[config.mk]
export PLATFORM = sky130hd
export DESIGN_NAME = mmag_guard
export DESIGN_NICKNAME = d
export VERILOG_FILES = /design/src/mmag_pkg.sv /design/src/mmag_guard.sv
export SDC_FILE = /design/constraint.sdc
export NUM_CORES = 1
export LEC_CHECK = 0
export CAP_MARGIN = 20
export CORE_UTILIZATION = 65
export CTS_CLUSTER_DIAMETER = 30
export DETAILED_ROUTE_END_ITERATION = 8
export DONT_BUFFER_PORTS = 1
export PLACE_DENSITY = 0.79
export RECOVER_POWER = 50
export SLEW_MARGIN = 10
export SYNTH_ARGS = -nofsm -noshare
export SYNTH_HDL_FRONTEND = slang
export SYNTH_SLANG_ARGS = --single-unit
[constraint.sdc]
create_clock -name pclk -period 5.8 [get_ports pclk]
set_input_delay 1.45 -clock pclk [delete_from_list [all_inputs] [get_ports pclk]]
set_output_delay 1.45 -clock pclk [all_outputs]
set_load 0.005 [all_outputs]
[src/mmag_pkg.sv]
package mmag_pkg;
  // ****************************************
  // register map, word aligned byte offsets
  // ****************************************
  localparam logic [11:0] MMAG_REG_MODE = 12'h000;
  localparam logic [11:0] MMAG_REG_STAT = 12'h004;
  localparam logic [11:0] MMAG_REG_ACTL = 12'h008;
  localparam logic [11:0] MMAG_REG_RGHT = 12'h00C;
  localparam logic [11:0] MMAG_REG_SEC = 12'h010;
  localparam logic [11:0] MMAG_REG_CAUS = 12'h014;
  // ****************************************
  // privilege states and request codes
  // ****************************************
  typedef enum logic [3:0] {
    MMAG_BOOT = 4'b0001,
    MMAG_TEST = 4'b0010,
    MMAG_VEND = 4'b0100,
    MMAG_APP = 4'b1000
  } mmag_mode_e;
  localparam logic [1:0] MMAG_RQ_TEST = 2'h1;
  localparam logic [1:0] MMAG_RQ_VEND = 2'h2;
  localparam logic [1:0] MMAG_RQ_APP = 2'h3;
  // ****************************************
  // memory layout
  // ****************************************
  localparam logic [1:0] MMAG_RG_NVM = 2'h0;
  localparam logic [1:0] MMAG_RG_PER = 2'h3;
  // index 2 rom, 1 ram, 0 nvm
  localparam logic [2:0][14:0] MMAG_MSIZE = {15'h4000, 15'h1000, 15'h4000};
  localparam logic [14:0] MMAG_ROWS = 15'h3E00;
  localparam logic [8:0] MMAG_RO_END = 9'h020;
  localparam logic [8:0] MMAG_WP_END = 9'h030;
  localparam logic [8:0] MMAG_WO_END = 9'h050;
  localparam logic [8:0] MMAG_PDC_END = 9'h060;
  localparam int unsigned MMAG_SPL_SH = 6;
  localparam int unsigned MMAG_SPL_W = 8;
  localparam logic [3:0] MMAG_NGRP = 4'hE;
  // ****************************************
  // fuse word fields
  // ****************************************
  localparam int unsigned MMAG_F_DELIV = 24;
  localparam int unsigned MMAG_F_LOCK = 25;
  localparam int unsigned MMAG_F_WIPE = 26;
  localparam int unsigned MMAG_F_EMU = 27;
  localparam int unsigned MMAG_F_CDIS = 28;
  localparam int unsigned MMAG_F_WPL = 29;
  localparam logic [7:0] MMAG_CRC_POLY = 8'h07;
  localparam logic [7:0] MMAG_CRC_INIT = 8'h00;
  // ****************************************
  // control bits, reset values, causes
  // ****************************************
  localparam int unsigned MMAG_AC_WPL = 0;
  localparam int unsigned MMAG_AC_DIS = 1;
  localparam int unsigned MMAG_AC_WIPE = 2;
  localparam logic [7:0] MMAG_SEC_RST = 8'hFF;
  localparam logic [3:0] MMAG_C_NONE = 4'h0;
  localparam logic [3:0] MMAG_C_OOB = 4'h1;
  localparam logic [3:0] MMAG_C_PART = 4'h2;
  localparam logic [3:0] MMAG_C_PROT = 4'h3;
  localparam logic [3:0] MMAG_C_DENY = 4'h4;
  localparam logic [3:0] MMAG_C_UNIM = 4'h5;
  localparam logic [3:0] MMAG_C_MODE = 4'h6;
  localparam logic [3:0] MMAG_C_CRC = 4'h7;
  localparam logic [3:0] MMAG_C_REG = 4'h8;
endpackage

[src/mmag_guard.sv]
`timescale 1ns/1ps
// Function
// - start-up may go up, never come back
// - factory check barred once delivered
// - start-up only after reset
// - top 512 bytes hidden from application beyond the three user areas
// - read-only area refuses application writes
// - protectable area locks on request
// - set-once area only sets bits
// - configuration values hidden from application
// - disabled card never starts application when the lock fuse option is set
// - wipe option erases application data
// - fuse transfer checked by crc
// - every cpu address translated
// - vendor states see vendor partitions only
// - application sees application partitions only
// - factory check reaches all partitions
// - partition bounds fixed after load
// - out-of-bounds raises exception except check
// - group rights gate vendor register access
// - application cannot toggle security mechanisms
// - denied or missing peripheral register raises exception
module mmag_guard (
  input wire logic pclk,
  input wire logic presetn,
  input wire logic psel,
  input wire logic penable,
  input wire logic pwrite,
  input wire logic [11:0] paddr,
  input wire logic [31:0] pwdata,
  output logic [31:0] prdata,
  output logic pready,
  output logic pslverr,
  input wire logic fuse_valid,
  input wire logic [31:0] fuse_cfg,
  input wire logic [7:0] fuse_crc,
  input wire logic cpu_req,
  input wire logic cpu_we,
  input wire logic [15:0] cpu_vaddr,
  input wire logic [7:0] cpu_wdata,
  input wire logic erase_done,
  output logic mem_req,
  output logic mem_we,
  output logic mem_bitset,
  output logic [1:0] mem_tgt,
  output logic [14:0] mem_paddr,
  output logic [7:0] mem_wdata,
  output logic exc,
  output logic [3:0] exc_cause,
  output logic [3:0] mode,
  output logic card_disabled,
  output logic erase_req,
  output logic wp_locked,
  output logic [7:0] sec_ctrl
);
  // ****************************************
  // state
  // ****************************************
  mmag_pkg::mmag_mode_e mode_r;
  mmag_pkg::mmag_mode_e req_mode;
  logic [31:0] cfg_r;
  logic cfg_ok_r;
  logic crc_err_r;
  logic wp_lock_r;
  logic card_dis_r;
  logic erase_req_r;
  logic [13:0] rights_r;
  logic [7:0] sec_r;
  logic [31:0] prdata_r;
  logic pready_r;
  logic pslverr_r;
  logic [3:0] apb_cause_r;
  logic mem_req_r;
  logic mem_we_r;
  logic mem_bitset_r;
  logic [1:0] mem_tgt_r;
  logic [14:0] mem_paddr_r;
  logic [7:0] mem_wdata_r;
  logic exc_r;
  logic [3:0] exc_cause_r;
  logic exc_nxt;
  logic [3:0] cause_nxt;

  // serial crc over the fuse word, msb first
  function automatic logic [7:0] mmag_crc8(input logic [31:0] d);
    logic [7:0] c;
    c = mmag_pkg::MMAG_CRC_INIT;
    for (int i = 31; i >= 0; i--) begin
      c = {c[6:0], 1'b0} ^ ((c[7] ^ d[i]) ? mmag_pkg::MMAG_CRC_POLY : 8'h00);
    end
    return c;
  endfunction

  // mode decode
  wire is_boot = mode_r == mmag_pkg::MMAG_BOOT;
  wire is_test = mode_r == mmag_pkg::MMAG_TEST;
  wire is_vend = mode_r == mmag_pkg::MMAG_VEND;
  wire is_app = mode_r == mmag_pkg::MMAG_APP;
  wire deliv = cfg_r[mmag_pkg::MMAG_F_DELIV];
  wire lock_opt = cfg_r[mmag_pkg::MMAG_F_LOCK];
  wire wipe_opt = cfg_r[mmag_pkg::MMAG_F_WIPE];
  wire emu_opt = cfg_r[mmag_pkg::MMAG_F_EMU];

  // ****************************************
  // fuse transfer
  // ****************************************
  // a bad crc leaves config unloaded, so start-up cannot be left
  wire crc_ok = mmag_crc8(fuse_cfg) == fuse_crc;
  wire fuse_take = fuse_valid & is_boot & ~cfg_ok_r;
  wire fuse_ld = fuse_take & crc_ok;
  wire fuse_exc = fuse_take & ~crc_ok;

  // config has no bus write path, only the one load in start-up
  always_ff @(posedge pclk or negedge presetn) begin
    if (!presetn) begin
      cfg_r <= 32'h0000_0000;
      cfg_ok_r <= 1'b0;
      crc_err_r <= 1'b0;
    end else if (fuse_take) begin
      if (crc_ok) begin
        cfg_r <= fuse_cfg;
      end
      cfg_ok_r <= crc_ok;
      crc_err_r <= ~crc_ok;
    end
  end

  // ****************************************
  // partition bounds per memory type
  // ****************************************
  wire [14:0] split_w [0:2];
  wire [14:0] atop_w [0:2];
  for (genvar t = 0; t < 3; t++) begin : g_part
    wire [14:0] raw = 15'(cfg_r[t*mmag_pkg::MMAG_SPL_W +: mmag_pkg::MMAG_SPL_W])
      << mmag_pkg::MMAG_SPL_SH;
    // nvm application space stops below the protected rows
    wire [14:0] top = (t == 0) ? mmag_pkg::MMAG_ROWS : mmag_pkg::MMAG_MSIZE[t];
    assign split_w[t] = (raw > top) ? top : raw;
    // emulation runs application code from nvm, so no rom share
    assign atop_w[t] = (t == 2 && emu_opt) ? split_w[t] : top;
  end

  // ****************************************
  // cpu access decode and translation
  // ****************************************
  wire [1:0] region = cpu_vaddr[15:14];
  wire is_mem = region != mmag_pkg::MMAG_RG_PER;
  wire [1:0] mi = is_mem ? region : mmag_pkg::MMAG_RG_NVM;
  wire [14:0] off = {1'b0, cpu_vaddr[13:0]};
  wire [14:0] msize = mmag_pkg::MMAG_MSIZE[mi];
  wire [15:0] app_sum = {1'b0, split_w[mi]} + {1'b0, off};
  wire [14:0] app_span = atop_w[mi] - split_w[mi];
  // application offsets start at the split, vendor at zero
  wire [14:0] mem_pa = is_app ? app_sum[14:0] : off;
  wire phys_ok = is_app ? (app_sum < {1'b0, msize}) : (off < msize);
  wire part_ok = is_test | (is_app ? (off < app_span) : (off < split_w[mi]));

  // protected rows sit at fixed reserved addresses
  wire in_rows = (region == mmag_pkg::MMAG_RG_NVM) & (off >= mmag_pkg::MMAG_ROWS);
  wire [8:0] row_off = off[8:0];
  wire in_ro = row_off < mmag_pkg::MMAG_RO_END;
  wire in_wp = ~in_ro & (row_off < mmag_pkg::MMAG_WP_END);
  wire in_wo = (row_off >= mmag_pkg::MMAG_WP_END) & (row_off < mmag_pkg::MMAG_WO_END);
  wire in_pdc = (row_off >= mmag_pkg::MMAG_WO_END) & (row_off < mmag_pkg::MMAG_PDC_END);
  // application reads the three user areas only
  wire row_rd_ok = ~is_app | in_ro | in_wp | in_wo;
  wire row_wr_ok = ~is_app | (in_wp & ~wp_lock_r) | in_wo;
  wire row_ok = cpu_we ? row_wr_ok : row_rd_ok;

  // peripheral register groups
  wire [3:0] grp = cpu_vaddr[11:8];
  wire per_impl = (cpu_vaddr[13:12] == 2'b00) & (grp < mmag_pkg::MMAG_NGRP);
  wire [15:0] rights_x = {2'b00, rights_r};
  wire per_right = ~is_vend | rights_x[grp];

  // cause selection, test mode oob is dropped silently
  wire [3:0] per_cause = ~per_impl ? mmag_pkg::MMAG_C_UNIM :
    (~per_right ? mmag_pkg::MMAG_C_DENY : mmag_pkg::MMAG_C_NONE);
  wire [3:0] row_cause = row_ok ? mmag_pkg::MMAG_C_NONE : mmag_pkg::MMAG_C_PROT;
  wire [3:0] mem_cause = (~phys_ok & ~is_test) ? mmag_pkg::MMAG_C_OOB :
    (~part_ok ? mmag_pkg::MMAG_C_PART : mmag_pkg::MMAG_C_NONE);
  wire [3:0] acc_cause = ~is_mem ? per_cause : (in_rows ? row_cause : mem_cause);
  wire acc_grant = (acc_cause == mmag_pkg::MMAG_C_NONE) & (~is_mem | in_rows | phys_ok);
  wire go = cpu_req & acc_grant;
  wire [14:0] acc_pa = ~is_mem ? {3'b000, cpu_vaddr[11:0]} : (in_rows ? off : mem_pa);
  wire cpu_exc = cpu_req & (acc_cause != mmag_pkg::MMAG_C_NONE);

  // refused requests never reach memory, so contents stay intact
  always_ff @(posedge pclk or negedge presetn) begin
    if (!presetn) begin
      mem_req_r <= 1'b0;
      mem_we_r <= 1'b0;
      mem_bitset_r <= 1'b0;
      mem_tgt_r <= 2'h0;
      mem_paddr_r <= 15'h0000;
      mem_wdata_r <= 8'h00;
    end else begin
      mem_req_r <= go;
      mem_we_r <= go & cpu_we;
      mem_bitset_r <= go & cpu_we & in_rows & in_wo;
      mem_tgt_r <= region;
      mem_paddr_r <= acc_pa;
      mem_wdata_r <= cpu_wdata;
    end
  end

  // ****************************************
  // apb slave
  // ****************************************
  wire apb_setup = psel & ~penable;
  wire hit_mode = paddr == mmag_pkg::MMAG_REG_MODE;
  wire hit_stat = paddr == mmag_pkg::MMAG_REG_STAT;
  wire hit_actl = paddr == mmag_pkg::MMAG_REG_ACTL;
  wire hit_rght = paddr == mmag_pkg::MMAG_REG_RGHT;
  wire hit_sec = paddr == mmag_pkg::MMAG_REG_SEC;
  wire hit_caus = paddr == mmag_pkg::MMAG_REG_CAUS;
  wire hit_any = hit_mode | hit_stat | hit_actl | hit_rght | hit_sec | hit_caus;

  // legal moves; nothing ever returns to start-up
  wire [1:0] rq = pwdata[1:0];
  wire from_boot = is_boot & cfg_ok_r;
  wire app_locked = lock_opt & card_dis_r;
  wire mode_legal = (rq == mmag_pkg::MMAG_RQ_TEST) ? (from_boot & ~deliv) :
    (rq == mmag_pkg::MMAG_RQ_VEND) ? (from_boot | is_test | is_app) :
    (rq == mmag_pkg::MMAG_RQ_APP) ? ((from_boot | is_test | is_vend) & ~app_locked) :
    1'b0;
  assign req_mode = (rq == mmag_pkg::MMAG_RQ_TEST) ? mmag_pkg::MMAG_TEST :
    (rq == mmag_pkg::MMAG_RQ_VEND) ? mmag_pkg::MMAG_VEND : mmag_pkg::MMAG_APP;

  // write refusals; security control is closed to application code
  wire wr_refuse = (hit_mode & ~mode_legal) | ((hit_actl | hit_rght) & ~is_app) |
    (hit_sec & is_app) | hit_stat | hit_caus;
  wire apb_err = ~hit_any | (pwrite & wr_refuse);
  wire [31:0] stat_w = {23'h0, emu_opt, wipe_opt, lock_opt, erase_req_r, card_dis_r,
    wp_lock_r, deliv, crc_err_r, cfg_ok_r};
  wire [31:0] rd_mux = hit_mode ? {28'h0, mode_r} : hit_stat ? stat_w :
    hit_rght ? {18'h0, rights_r} : hit_sec ? {24'h0, sec_r} :
    hit_caus ? {28'h0, exc_cause_r} : 32'h0000_0000;
  wire apb_done = psel & penable & pready_r;
  wire wr_go = apb_done & pwrite & ~pslverr_r;
  wire wr_refused = apb_done & pwrite & pslverr_r & hit_any;
  wire actl_go = wr_go & hit_actl;
  wire wipe_set = actl_go & pwdata[mmag_pkg::MMAG_AC_WIPE] & wipe_opt;

  // answer is prepared in setup so every apb output is a flop
  always_ff @(posedge pclk or negedge presetn) begin
    if (!presetn) begin
      pready_r <= 1'b0;
      prdata_r <= 32'h0000_0000;
      pslverr_r <= 1'b0;
      apb_cause_r <= mmag_pkg::MMAG_C_NONE;
    end else begin
      pready_r <= apb_setup;
      if (apb_setup) begin
        prdata_r <= pwrite ? 32'h0000_0000 : rd_mux;
        pslverr_r <= apb_err;
        apb_cause_r <= hit_mode ? mmag_pkg::MMAG_C_MODE : mmag_pkg::MMAG_C_REG;
      end
    end
  end

  // privilege state, start-up only out of reset
  always_ff @(posedge pclk or negedge presetn) begin
    if (!presetn) begin
      mode_r <= mmag_pkg::MMAG_BOOT;
    end else if (wr_go & hit_mode) begin
      mode_r <= req_mode;
    end
  end

  // sticky lock and disable; only reset clears them, fuses restore them; erase_done ends the wipe request
  always_ff @(posedge pclk or negedge presetn) begin
    if (!presetn) begin
      wp_lock_r <= 1'b0;
      card_dis_r <= 1'b0;
      erase_req_r <= 1'b0;
    end else begin
      wp_lock_r <= wp_lock_r | (fuse_ld & fuse_cfg[mmag_pkg::MMAG_F_WPL]) |
        (actl_go & pwdata[mmag_pkg::MMAG_AC_WPL]);
      card_dis_r <= card_dis_r | (fuse_ld & fuse_cfg[mmag_pkg::MMAG_F_CDIS]) |
        (actl_go & pwdata[mmag_pkg::MMAG_AC_DIS] & lock_opt);
      erase_req_r <= wipe_set | (erase_req_r & ~erase_done);
    end
  end

  // group rights and security controls
  always_ff @(posedge pclk or negedge presetn) begin
    if (!presetn) begin
      rights_r <= 14'h0000;
      sec_r <= mmag_pkg::MMAG_SEC_RST;
    end else begin
      if (wr_go & hit_rght) begin
        rights_r <= pwdata[13:0];
      end
      if (wr_go & hit_sec) begin
        sec_r <= pwdata[7:0];
      end
    end
  end

  // ****************************************
  // exception reporting
  // ****************************************
  // cpu fault outranks bus refusal, which outranks crc failure
  assign exc_nxt = cpu_exc | wr_refused | fuse_exc;
  assign cause_nxt = cpu_exc ? acc_cause : wr_refused ? apb_cause_r :
    fuse_exc ? mmag_pkg::MMAG_C_CRC : exc_cause_r;

  always_ff @(posedge pclk or negedge presetn) begin
    if (!presetn) begin
      exc_r <= 1'b0;
      exc_cause_r <= mmag_pkg::MMAG_C_NONE;
    end else begin
      exc_r <= exc_nxt;
      exc_cause_r <= cause_nxt;
    end
  end

  // outputs
  assign prdata = prdata_r;
  assign pready = pready_r;
  assign pslverr = pslverr_r;
  assign mem_req = mem_req_r;
  assign mem_we = mem_we_r;
  assign mem_bitset = mem_bitset_r;
  assign mem_tgt = mem_tgt_r;
  assign mem_paddr = mem_paddr_r;
  assign mem_wdata = mem_wdata_r;
  assign exc = exc_r;
  assign exc_cause = exc_cause_r;
  assign mode = mode_r;
  assign card_disabled = card_dis_r;
  assign erase_req = erase_req_r;
  assign wp_locked = wp_lock_r;
  assign sec_ctrl = sec_r;
endmodule // mmag_guard

==> run_results.csv, run 1 <==
group,metric,value,unit
clocking,cts_setup_buffers,0,
placed_design,io_buffer_count,0,
timing,finalSetupViolations,0,
timing,rsz0062_at_grt,"no",
clocking,cts_made_buffers,9,
logic_synthesis,synth_edf_count,0,
floorplanning,fp.dieW,107,um
routing,vias,5057,
timing,max-slew-margin-rel,0.455,
timing,drv_slew,0,
placed_design,place_congestion,0.871,
timing,hold_viol,0,
logic_synthesis,synth_area_per_cell,10.6,um^2
clocking,clk_pin_slew,120,ps
logic_synthesis,synth_cell_type_count,62,
grt,antenna_found_initial,0,
setup_path,setup.worst_path.start_class,"primary input",
final_layout,nets,824,
setup_path,required,6080,ps
timing,finalCriticalPeriod,5550,ps
timing,fmax,0.180,GHz
final_layout,drive_gt1_frac,0.150,
clocking,hold_buffers,0,
timing,max_slew.worst_pin.slew,818,ps
final_layout,diodes,0,
setup_path,end_kind,"register",
grt,grt_pass1_wl,25700,um
hold_path,hold_path.class,"reg2reg",
setup_path,worst-path-max-fanout,17,
grt,gr-total-overflow,0,
setup_path,arrival,5830,ps
pwr,power.internal,1.28,mW
clocking,clk_latency,380,ps
placed_design,dp.cells,792,
pwr,p_leak,3.48,nW
routing,drt_iter0_markers,390,
logic_synthesis,synth_cells,673,
routing,first_pass_iters,6,
flow_run,cap_violations,0,
pwr,switching_share,0.300,
pwr,totalPowerFinal,1.83,mW
clocking,h-tree-depth,3,
final_layout,final_core_util,0.704,
floorplanning,rows,37,
clocking,root_buffer,"clkbuf_8",
floorplanning,die_y,107,um
final_layout,syn_to_final_growth,3.66,%
pwr,p_seq_frac,0.432,
hold_path,holdPathStages,2,
grt,grt_max_degree,111,
routing,antenna_left,0,
setup_path,ff2ff_path_depth,21,
logic_synthesis,yosysSeqAreaShare,0.389,
floorplanning,fp.dieArea,0.0113,mm^2
routing,drc_errors,0,
routing,avgViaCountPerCell,6.26,
setup_path,path_class,"in2reg",
clocking,clock_path_buffers,2,
logic_synthesis,ys_seq_elements,110,
clocking,cts_resized,0,
routing,drt_wl_total,16300,um
logic_synthesis,synth_flop_cell,"dfrtp_1",
logic_synthesis,synthArstFlopShare,1.00,
grt,grt_pass1_vias,4978,
run_status,status,"finished clean",
timing,clock_skew,17.9,ps
timing,final.setup.tns,0,ps
timing,layout_setup_ws,249,ps
placed_design,dp_slack,-99.2,ps
pwr,p_per_area,249,mW/mm^2
placed_design,hpwl,12700,um
floorplanning,core,0.0105,mm^2
logic_synthesis,synth_area,0.00710,mm^2
timing,fin_crit_sh,0.957,
pwr,switchingPower,0.551,mW
routing,detail_route.wl_per_cell,20.1,um
pwr,share_comb_of_total_power,0.316,
floorplanning,io_pins,199,
pwr,pwr-share-clk,0.251,
grt,track_usage,0.297,
final_layout,fin_cells,808,
floorplanning,start_util,0.679,
logic_synthesis,yosys_warnings,0,
pwr,ir_drop,0.379,mV
clocking,cts_sinks,110,
clocking,cts_tree,"done",
## sequential cells by signal (all words and copies together), names as in the netlist, 2 cells and up
signal	cells
cfg_r	28
mem_paddr	15
prdata	14
rights_r	14
mem_wdata	8
sec_ctrl	8
exc_cause	4
mode	4
apb_cause_r	2
mem_tgt	2
## cell type report
cell class / count / area (um^2)
multi-input combinational: 514 / 4080
timing repair buffer: 8 / 60.1
clock inverter: 7 / 78.8
inverter: 24 / 90.1
fill: 795 / 3100
sequential: 110 / 2760
clock buffer: 9 / 124
tap: 136 / 170
## metrics by stage
| stage | hold WS, ps | instance area, um^2 |
|---|---|---|
| floorplan | 441 | 7170 |
| global placement | 463 | 7160 |
| detailed placement | 484 | 7160 |
| CTS | 510 | 7360 |
| global route | 530 | 7360 |
| finish | 504 | 7360 |
## critical path: stages
cell      delay [ps]
nand2b_1         170
inv_1             80
nor3_1           310
a221o_1          260
inv_1             80
ha_1             330
o21a_1           130
o21a_1           190
o21a_1           190
or2_2            300
a21oi_1          230
nor2b_1           80
o21ai_0          240
nand2_1           90
ha_1             200
or3_1            370
a21oi_1          120
o21ai_0          130
a41oi_1          320
a21oi_1          170
or3_1            390
## power by group through the flow
stage	logic, mW	clock network, mW	registers [mW]
2_1_floorplan	0.511	0	0.804
5_1_grt	0.627	0.496	0.795
3_5_place_dp	0.576	0	0.808
6_report	0.580	0.461	0.793
4_1_cts	0.582	0.468	0.793
3_3_place_gp	0.552	0	0.807
## logic make-up (layout without fill, tap and decap cells)
group,after synthesis,after routing,synth area share
simple gates,190,190,0.132
compound gates,126,126,0.117
flops,110,110,0.389
xor+xnor,78,78,0.140
buf+inv,66,48,0.0460
mux,62,62,0.104
fa+ha+maj,40,40,0.0715
other cells,1,18,0.000528
## cells in the final DEF, fill, tap and decap left out, types with 18 or more instances in the layout
master and instances:
inv_1 23, dfrtp_1 101, ha_1 39, xnor2_1 43, mux2_2 52, a21oi_1 35
nand2_1 62, o21ai_0 32, conb_1 18, nor2_1 32, nor3_1 19
## Yosys cell counts, types with 7 or more instances
master | number | share of area
dfrtp_1 | 101 | 0.36
nand2_1 | 62 | 0.033
mux2_2 | 52 | 0.082
xnor2_1 | 43 | 0.053
ha_1 | 39 | 0.069
a21oi_1 | 35 | 0.025
nor2_1 | 32 | 0.017
o21ai_0 | 32 | 0.023
inv_1 | 23 | 0.012
buf_4 | 21 | 0.022
clkbuf_1 | 20 | 0.011
nor3_1 | 19 | 0.013
nand3_1 | 16 | 0.011
xnor3_1 | 16 | 0.051
nand2b_1 | 13 | 0.011
xor2_1 | 13 | 0.016
dfstp_2 | 9 | 0.033
o21a_1 | 8 | 0.0085
and2_1 | 7 | 0.0062
nor2b_1 | 7 | 0.0062
## routing by layer
layer	vias to the layer above	track usage	routed length, um
met5	-	0	0
met4	0	0.110	451
met3	33	0.0723	1550
met2	274	0.483	7550
met1	2405	0.387	6720
li1	2345	-	-
## final timing paths
kind | start | end | slack (ps)
setup reg to reg | cfg_r[0] | exc | 910
max in group asynchronous | presetn | sec_ctrl[0] | 4780
hold / removal | prdata[11] | prdata[11] | 500
hold reg to reg | prdata[11] | prdata[11] | 500
min in group asynchronous | presetn | mem_tgt[0] | 760
setup / recovery | cpu_vaddr[15] | exc | 250
Power figures use the tool's default switching activity.
==> inputs of run 2 (changes only) <==
--- a/config.mk
+++ b/config.mk
@@ -12,6 +12,7 @@
 export DONT_BUFFER_PORTS = 1
 export PLACE_DENSITY = 0.79
 export RECOVER_POWER = 50
+export REMOVE_ABC_BUFFERS = 1
 export SLEW_MARGIN = 10
 export SYNTH_ARGS = -nofsm -noshare
 export SYNTH_HDL_FRONTEND = slang
==> run 2 against run 1 <==
Compared with the run above:
- worst hold slack gained 4.8 ps
- cell area grew 1.4%
- flip-flop and latch count is the same
- power grew 2.1%
- sequential power is essentially flat
- critical endpoint unchanged
- largest power group unchanged
==> run_results.csv, run 2 (same netlist as run 1, synthesis figures left out) <==
group,metric,value,unit
hold_path,holdPathStages,2,
hold_path,holdPathEnd,"prdata[10]",
setup_path,path_class,"in2reg",
timing,clock_skew,19.5,ps
clocking,hold_buffers,0,
setup_path,timing.rr.end,"exc",
clocking,cts_tree,"done",
routing,drt_wl_total,16600,um
setup_path,ff2ff_path_depth,20,
final_layout,syn_to_final_growth,5.13,%
grt,antenna_found_initial,0,
clocking,clk_pin_slew,110,ps
routing,drt_iter0_markers,317,
routing,avgViaCountPerCell,6.32,
timing,fmax,0.182,GHz
final_layout,diodes,0,
timing,finalSetupViolations,0,
flow_run,cap_violations,0,
clocking,cts_sinks,110,
final_layout,drive_gt1_frac,0.167,
final_layout,final_core_util,0.714,
floorplanning,start_util,0.679,
pwr,ir_drop,0.337,mV
timing,final.setup.tns,0,ps
setup_path,end_kind,"register",
routing,drc_errors,0,
placed_design,io_buffer_count,0,
floorplanning,rows,37,
timing,hold_slack,509,ps
pwr,p_leak,3.53,nW
clocking,cts_made_buffers,9,
timing,hold_viol,0,
floorplanning,io_pins,199,
pwr,p_seq_frac,0.423,
pwr,p_per_area,251,mW/mm^2
timing,finalCriticalPeriod,5480,ps
clocking,root_buffer,"clkbuf_8",
timing,fin_crit_sh,0.945,
setup_path,r2r-start,"cfg_r[8]",
hold_path,worstHoldStart,"prdata[10]",
final_layout,top_register,"cfg_r",
clocking,h-tree-depth,3,
setup_path,worst-path-max-fanout,17,
grt,grt_pass1_wl,26500,um
pwr,totalPowerFinal,1.87,mW
timing,max_slew.worst_pin.slew,832,ps
timing,max-slew-margin-rel,0.446,
setup_path,arrival,5750,ps
floorplanning,core,0.0105,mm^2
routing,vias,5161,
pwr,pwr-share-clk,0.266,
hold_path,hold_path.class,"reg2reg",
final_layout,nets,833,
setup_path,reg2reg_slack,920,ps
final_layout,fill_cells,781,
routing,detail_route.wl_per_cell,20.3,um
clocking,clock_path_buffers,2,
placed_design,place_congestion,0.846,
timing,drv_slew,0,
pwr,power.internal,1.33,mW
placed_design,hpwl,12800,um
final_layout,most-common-layout-cells,"101 x dfrtp_1, 62 x nand2_1, 52 x mux2_2, 43 x xnor2_1, 39 x ha_1",
pwr,switching_share,0.291,
pwr,share_comb_of_total_power,0.311,
floorplanning,fp.dieW,107,um
timing,rsz0062_at_grt,"no",
setup_path,required,6070,ps
setup_path,setup.worst_path.start_class,"primary input",
floorplanning,fp.dieArea,0.0113,mm^2
floorplanning,die_y,107,um
clocking,clk_latency,390,ps
routing,antenna_left,0,
grt,gr-total-overflow,0,
run_status,status,"finished clean",
final_layout,largest_reg_flops,28,
pwr,switchingPower,0.545,mW
routing,first_pass_iters,6,
final_layout,final_common_cell,"dfrtp_1",
grt,grt_max_degree,111,
grt,grt_pass1_vias,5206,
grt,track_usage,0.304,
-- run 2: cell count changes in the layout (fill, tap and decap cells not counted), sizes merged --
cell / change
buf: +9
clkinv: -4
inv: +2
bufinv: +1
clkinvlp: +1
-- run 2: layer usage --
| metal | global-route usage | wire, um | part of all wire |
|---|---|---|---|
| met1 | 0.375 | 6480 | 0.39 |
| met2 | 0.516 | 8140 | 0.49 |
| met3 | 0.0699 | 1510 | 0.091 |
| met4 | 0.123 | 466 | 0.028 |
| met5 | 0 | 0 | 0 |
-- run 2: metrics by stage --
stage	instances	area, um^2	setup WS [ps]
2_1_floorplan	648	6930	4.48
3_3_place_gp	801	7230	122
3_5_place_dp	801	7230	-68.1
4_1_cts	817	7440	338
5_1_grt	817	7470	33.3
6_report	817	7470	317
-- run 2: how the worst max path moves through the flow --
| stage | from | to | depth (start not counted) |
|---|---|---|---|
| 6_report | cpu_vaddr[15] | exc | 20 |
| 3_5_place_dp | cpu_vaddr[15] | exc | 21 |
| 4_1_cts | cpu_vaddr[15] | exc | 21 |
| 3_3_place_gp | cpu_vaddr[15] | exc | 21 |
| 5_1_grt | cpu_vaddr[15] | exc | 21 |
| 2_1_floorplan | cpu_vaddr[15] | exc | 19 |
-- run 2: worst max-delay path, stage by stage --
cell	delay (ps)
nand2b_1	210
inv_1	130
nor3_2	60
a221o_1	350
buf_4	160
ha_1	200
fa_1	410
a21o_1	190
a21oi_1	230
nor2_1	70
o21a_1	190
o21a_1	200
nor2_1	160
ha_1	260
o31a_1	280
o31ai_1	290
buf_4	210
o21ba_2	200
a21oi_1	120
or3_1	390
-- run 2: layout make-up --
| type | instances | area, um^2 | area share |
|---|---|---|---|
| flip-flops and latches | 110 | 2760 | 0.370 |
| clock buffers | 9 | 124 | 0.0166 |
| inverters | 24 | 90.1 | 0.0121 |
| repair buffers | 17 | 128 | 0.0171 |
| multi-input cells | 514 | 4100 | 0.549 |
| well taps | 136 | 170 | 0.0228 |
| clock inverters | 7 | 90.1 | 0.0121 |
-- run 2: power groups by stage --
stage / logic, mW / registers, mW / clock network [mW]
3_5_place_dp: 0.579 / 0.807 / 0
4_1_cts: 0.584 / 0.793 / 0.503
6_report: 0.582 / 0.792 / 0.498
2_1_floorplan: 0.496 / 0.804 / 0
3_3_place_gp: 0.557 / 0.806 / 0
5_1_grt: 0.630 / 0.794 / 0.532
-- run 2: repair_timing --
item / in CTS / in global routing
setup endpoints to repair: 0 / 7
setup buffers: 0 / 0
endpoints found under the hold margin: 0 / 0
resized for setup: 0 / 5
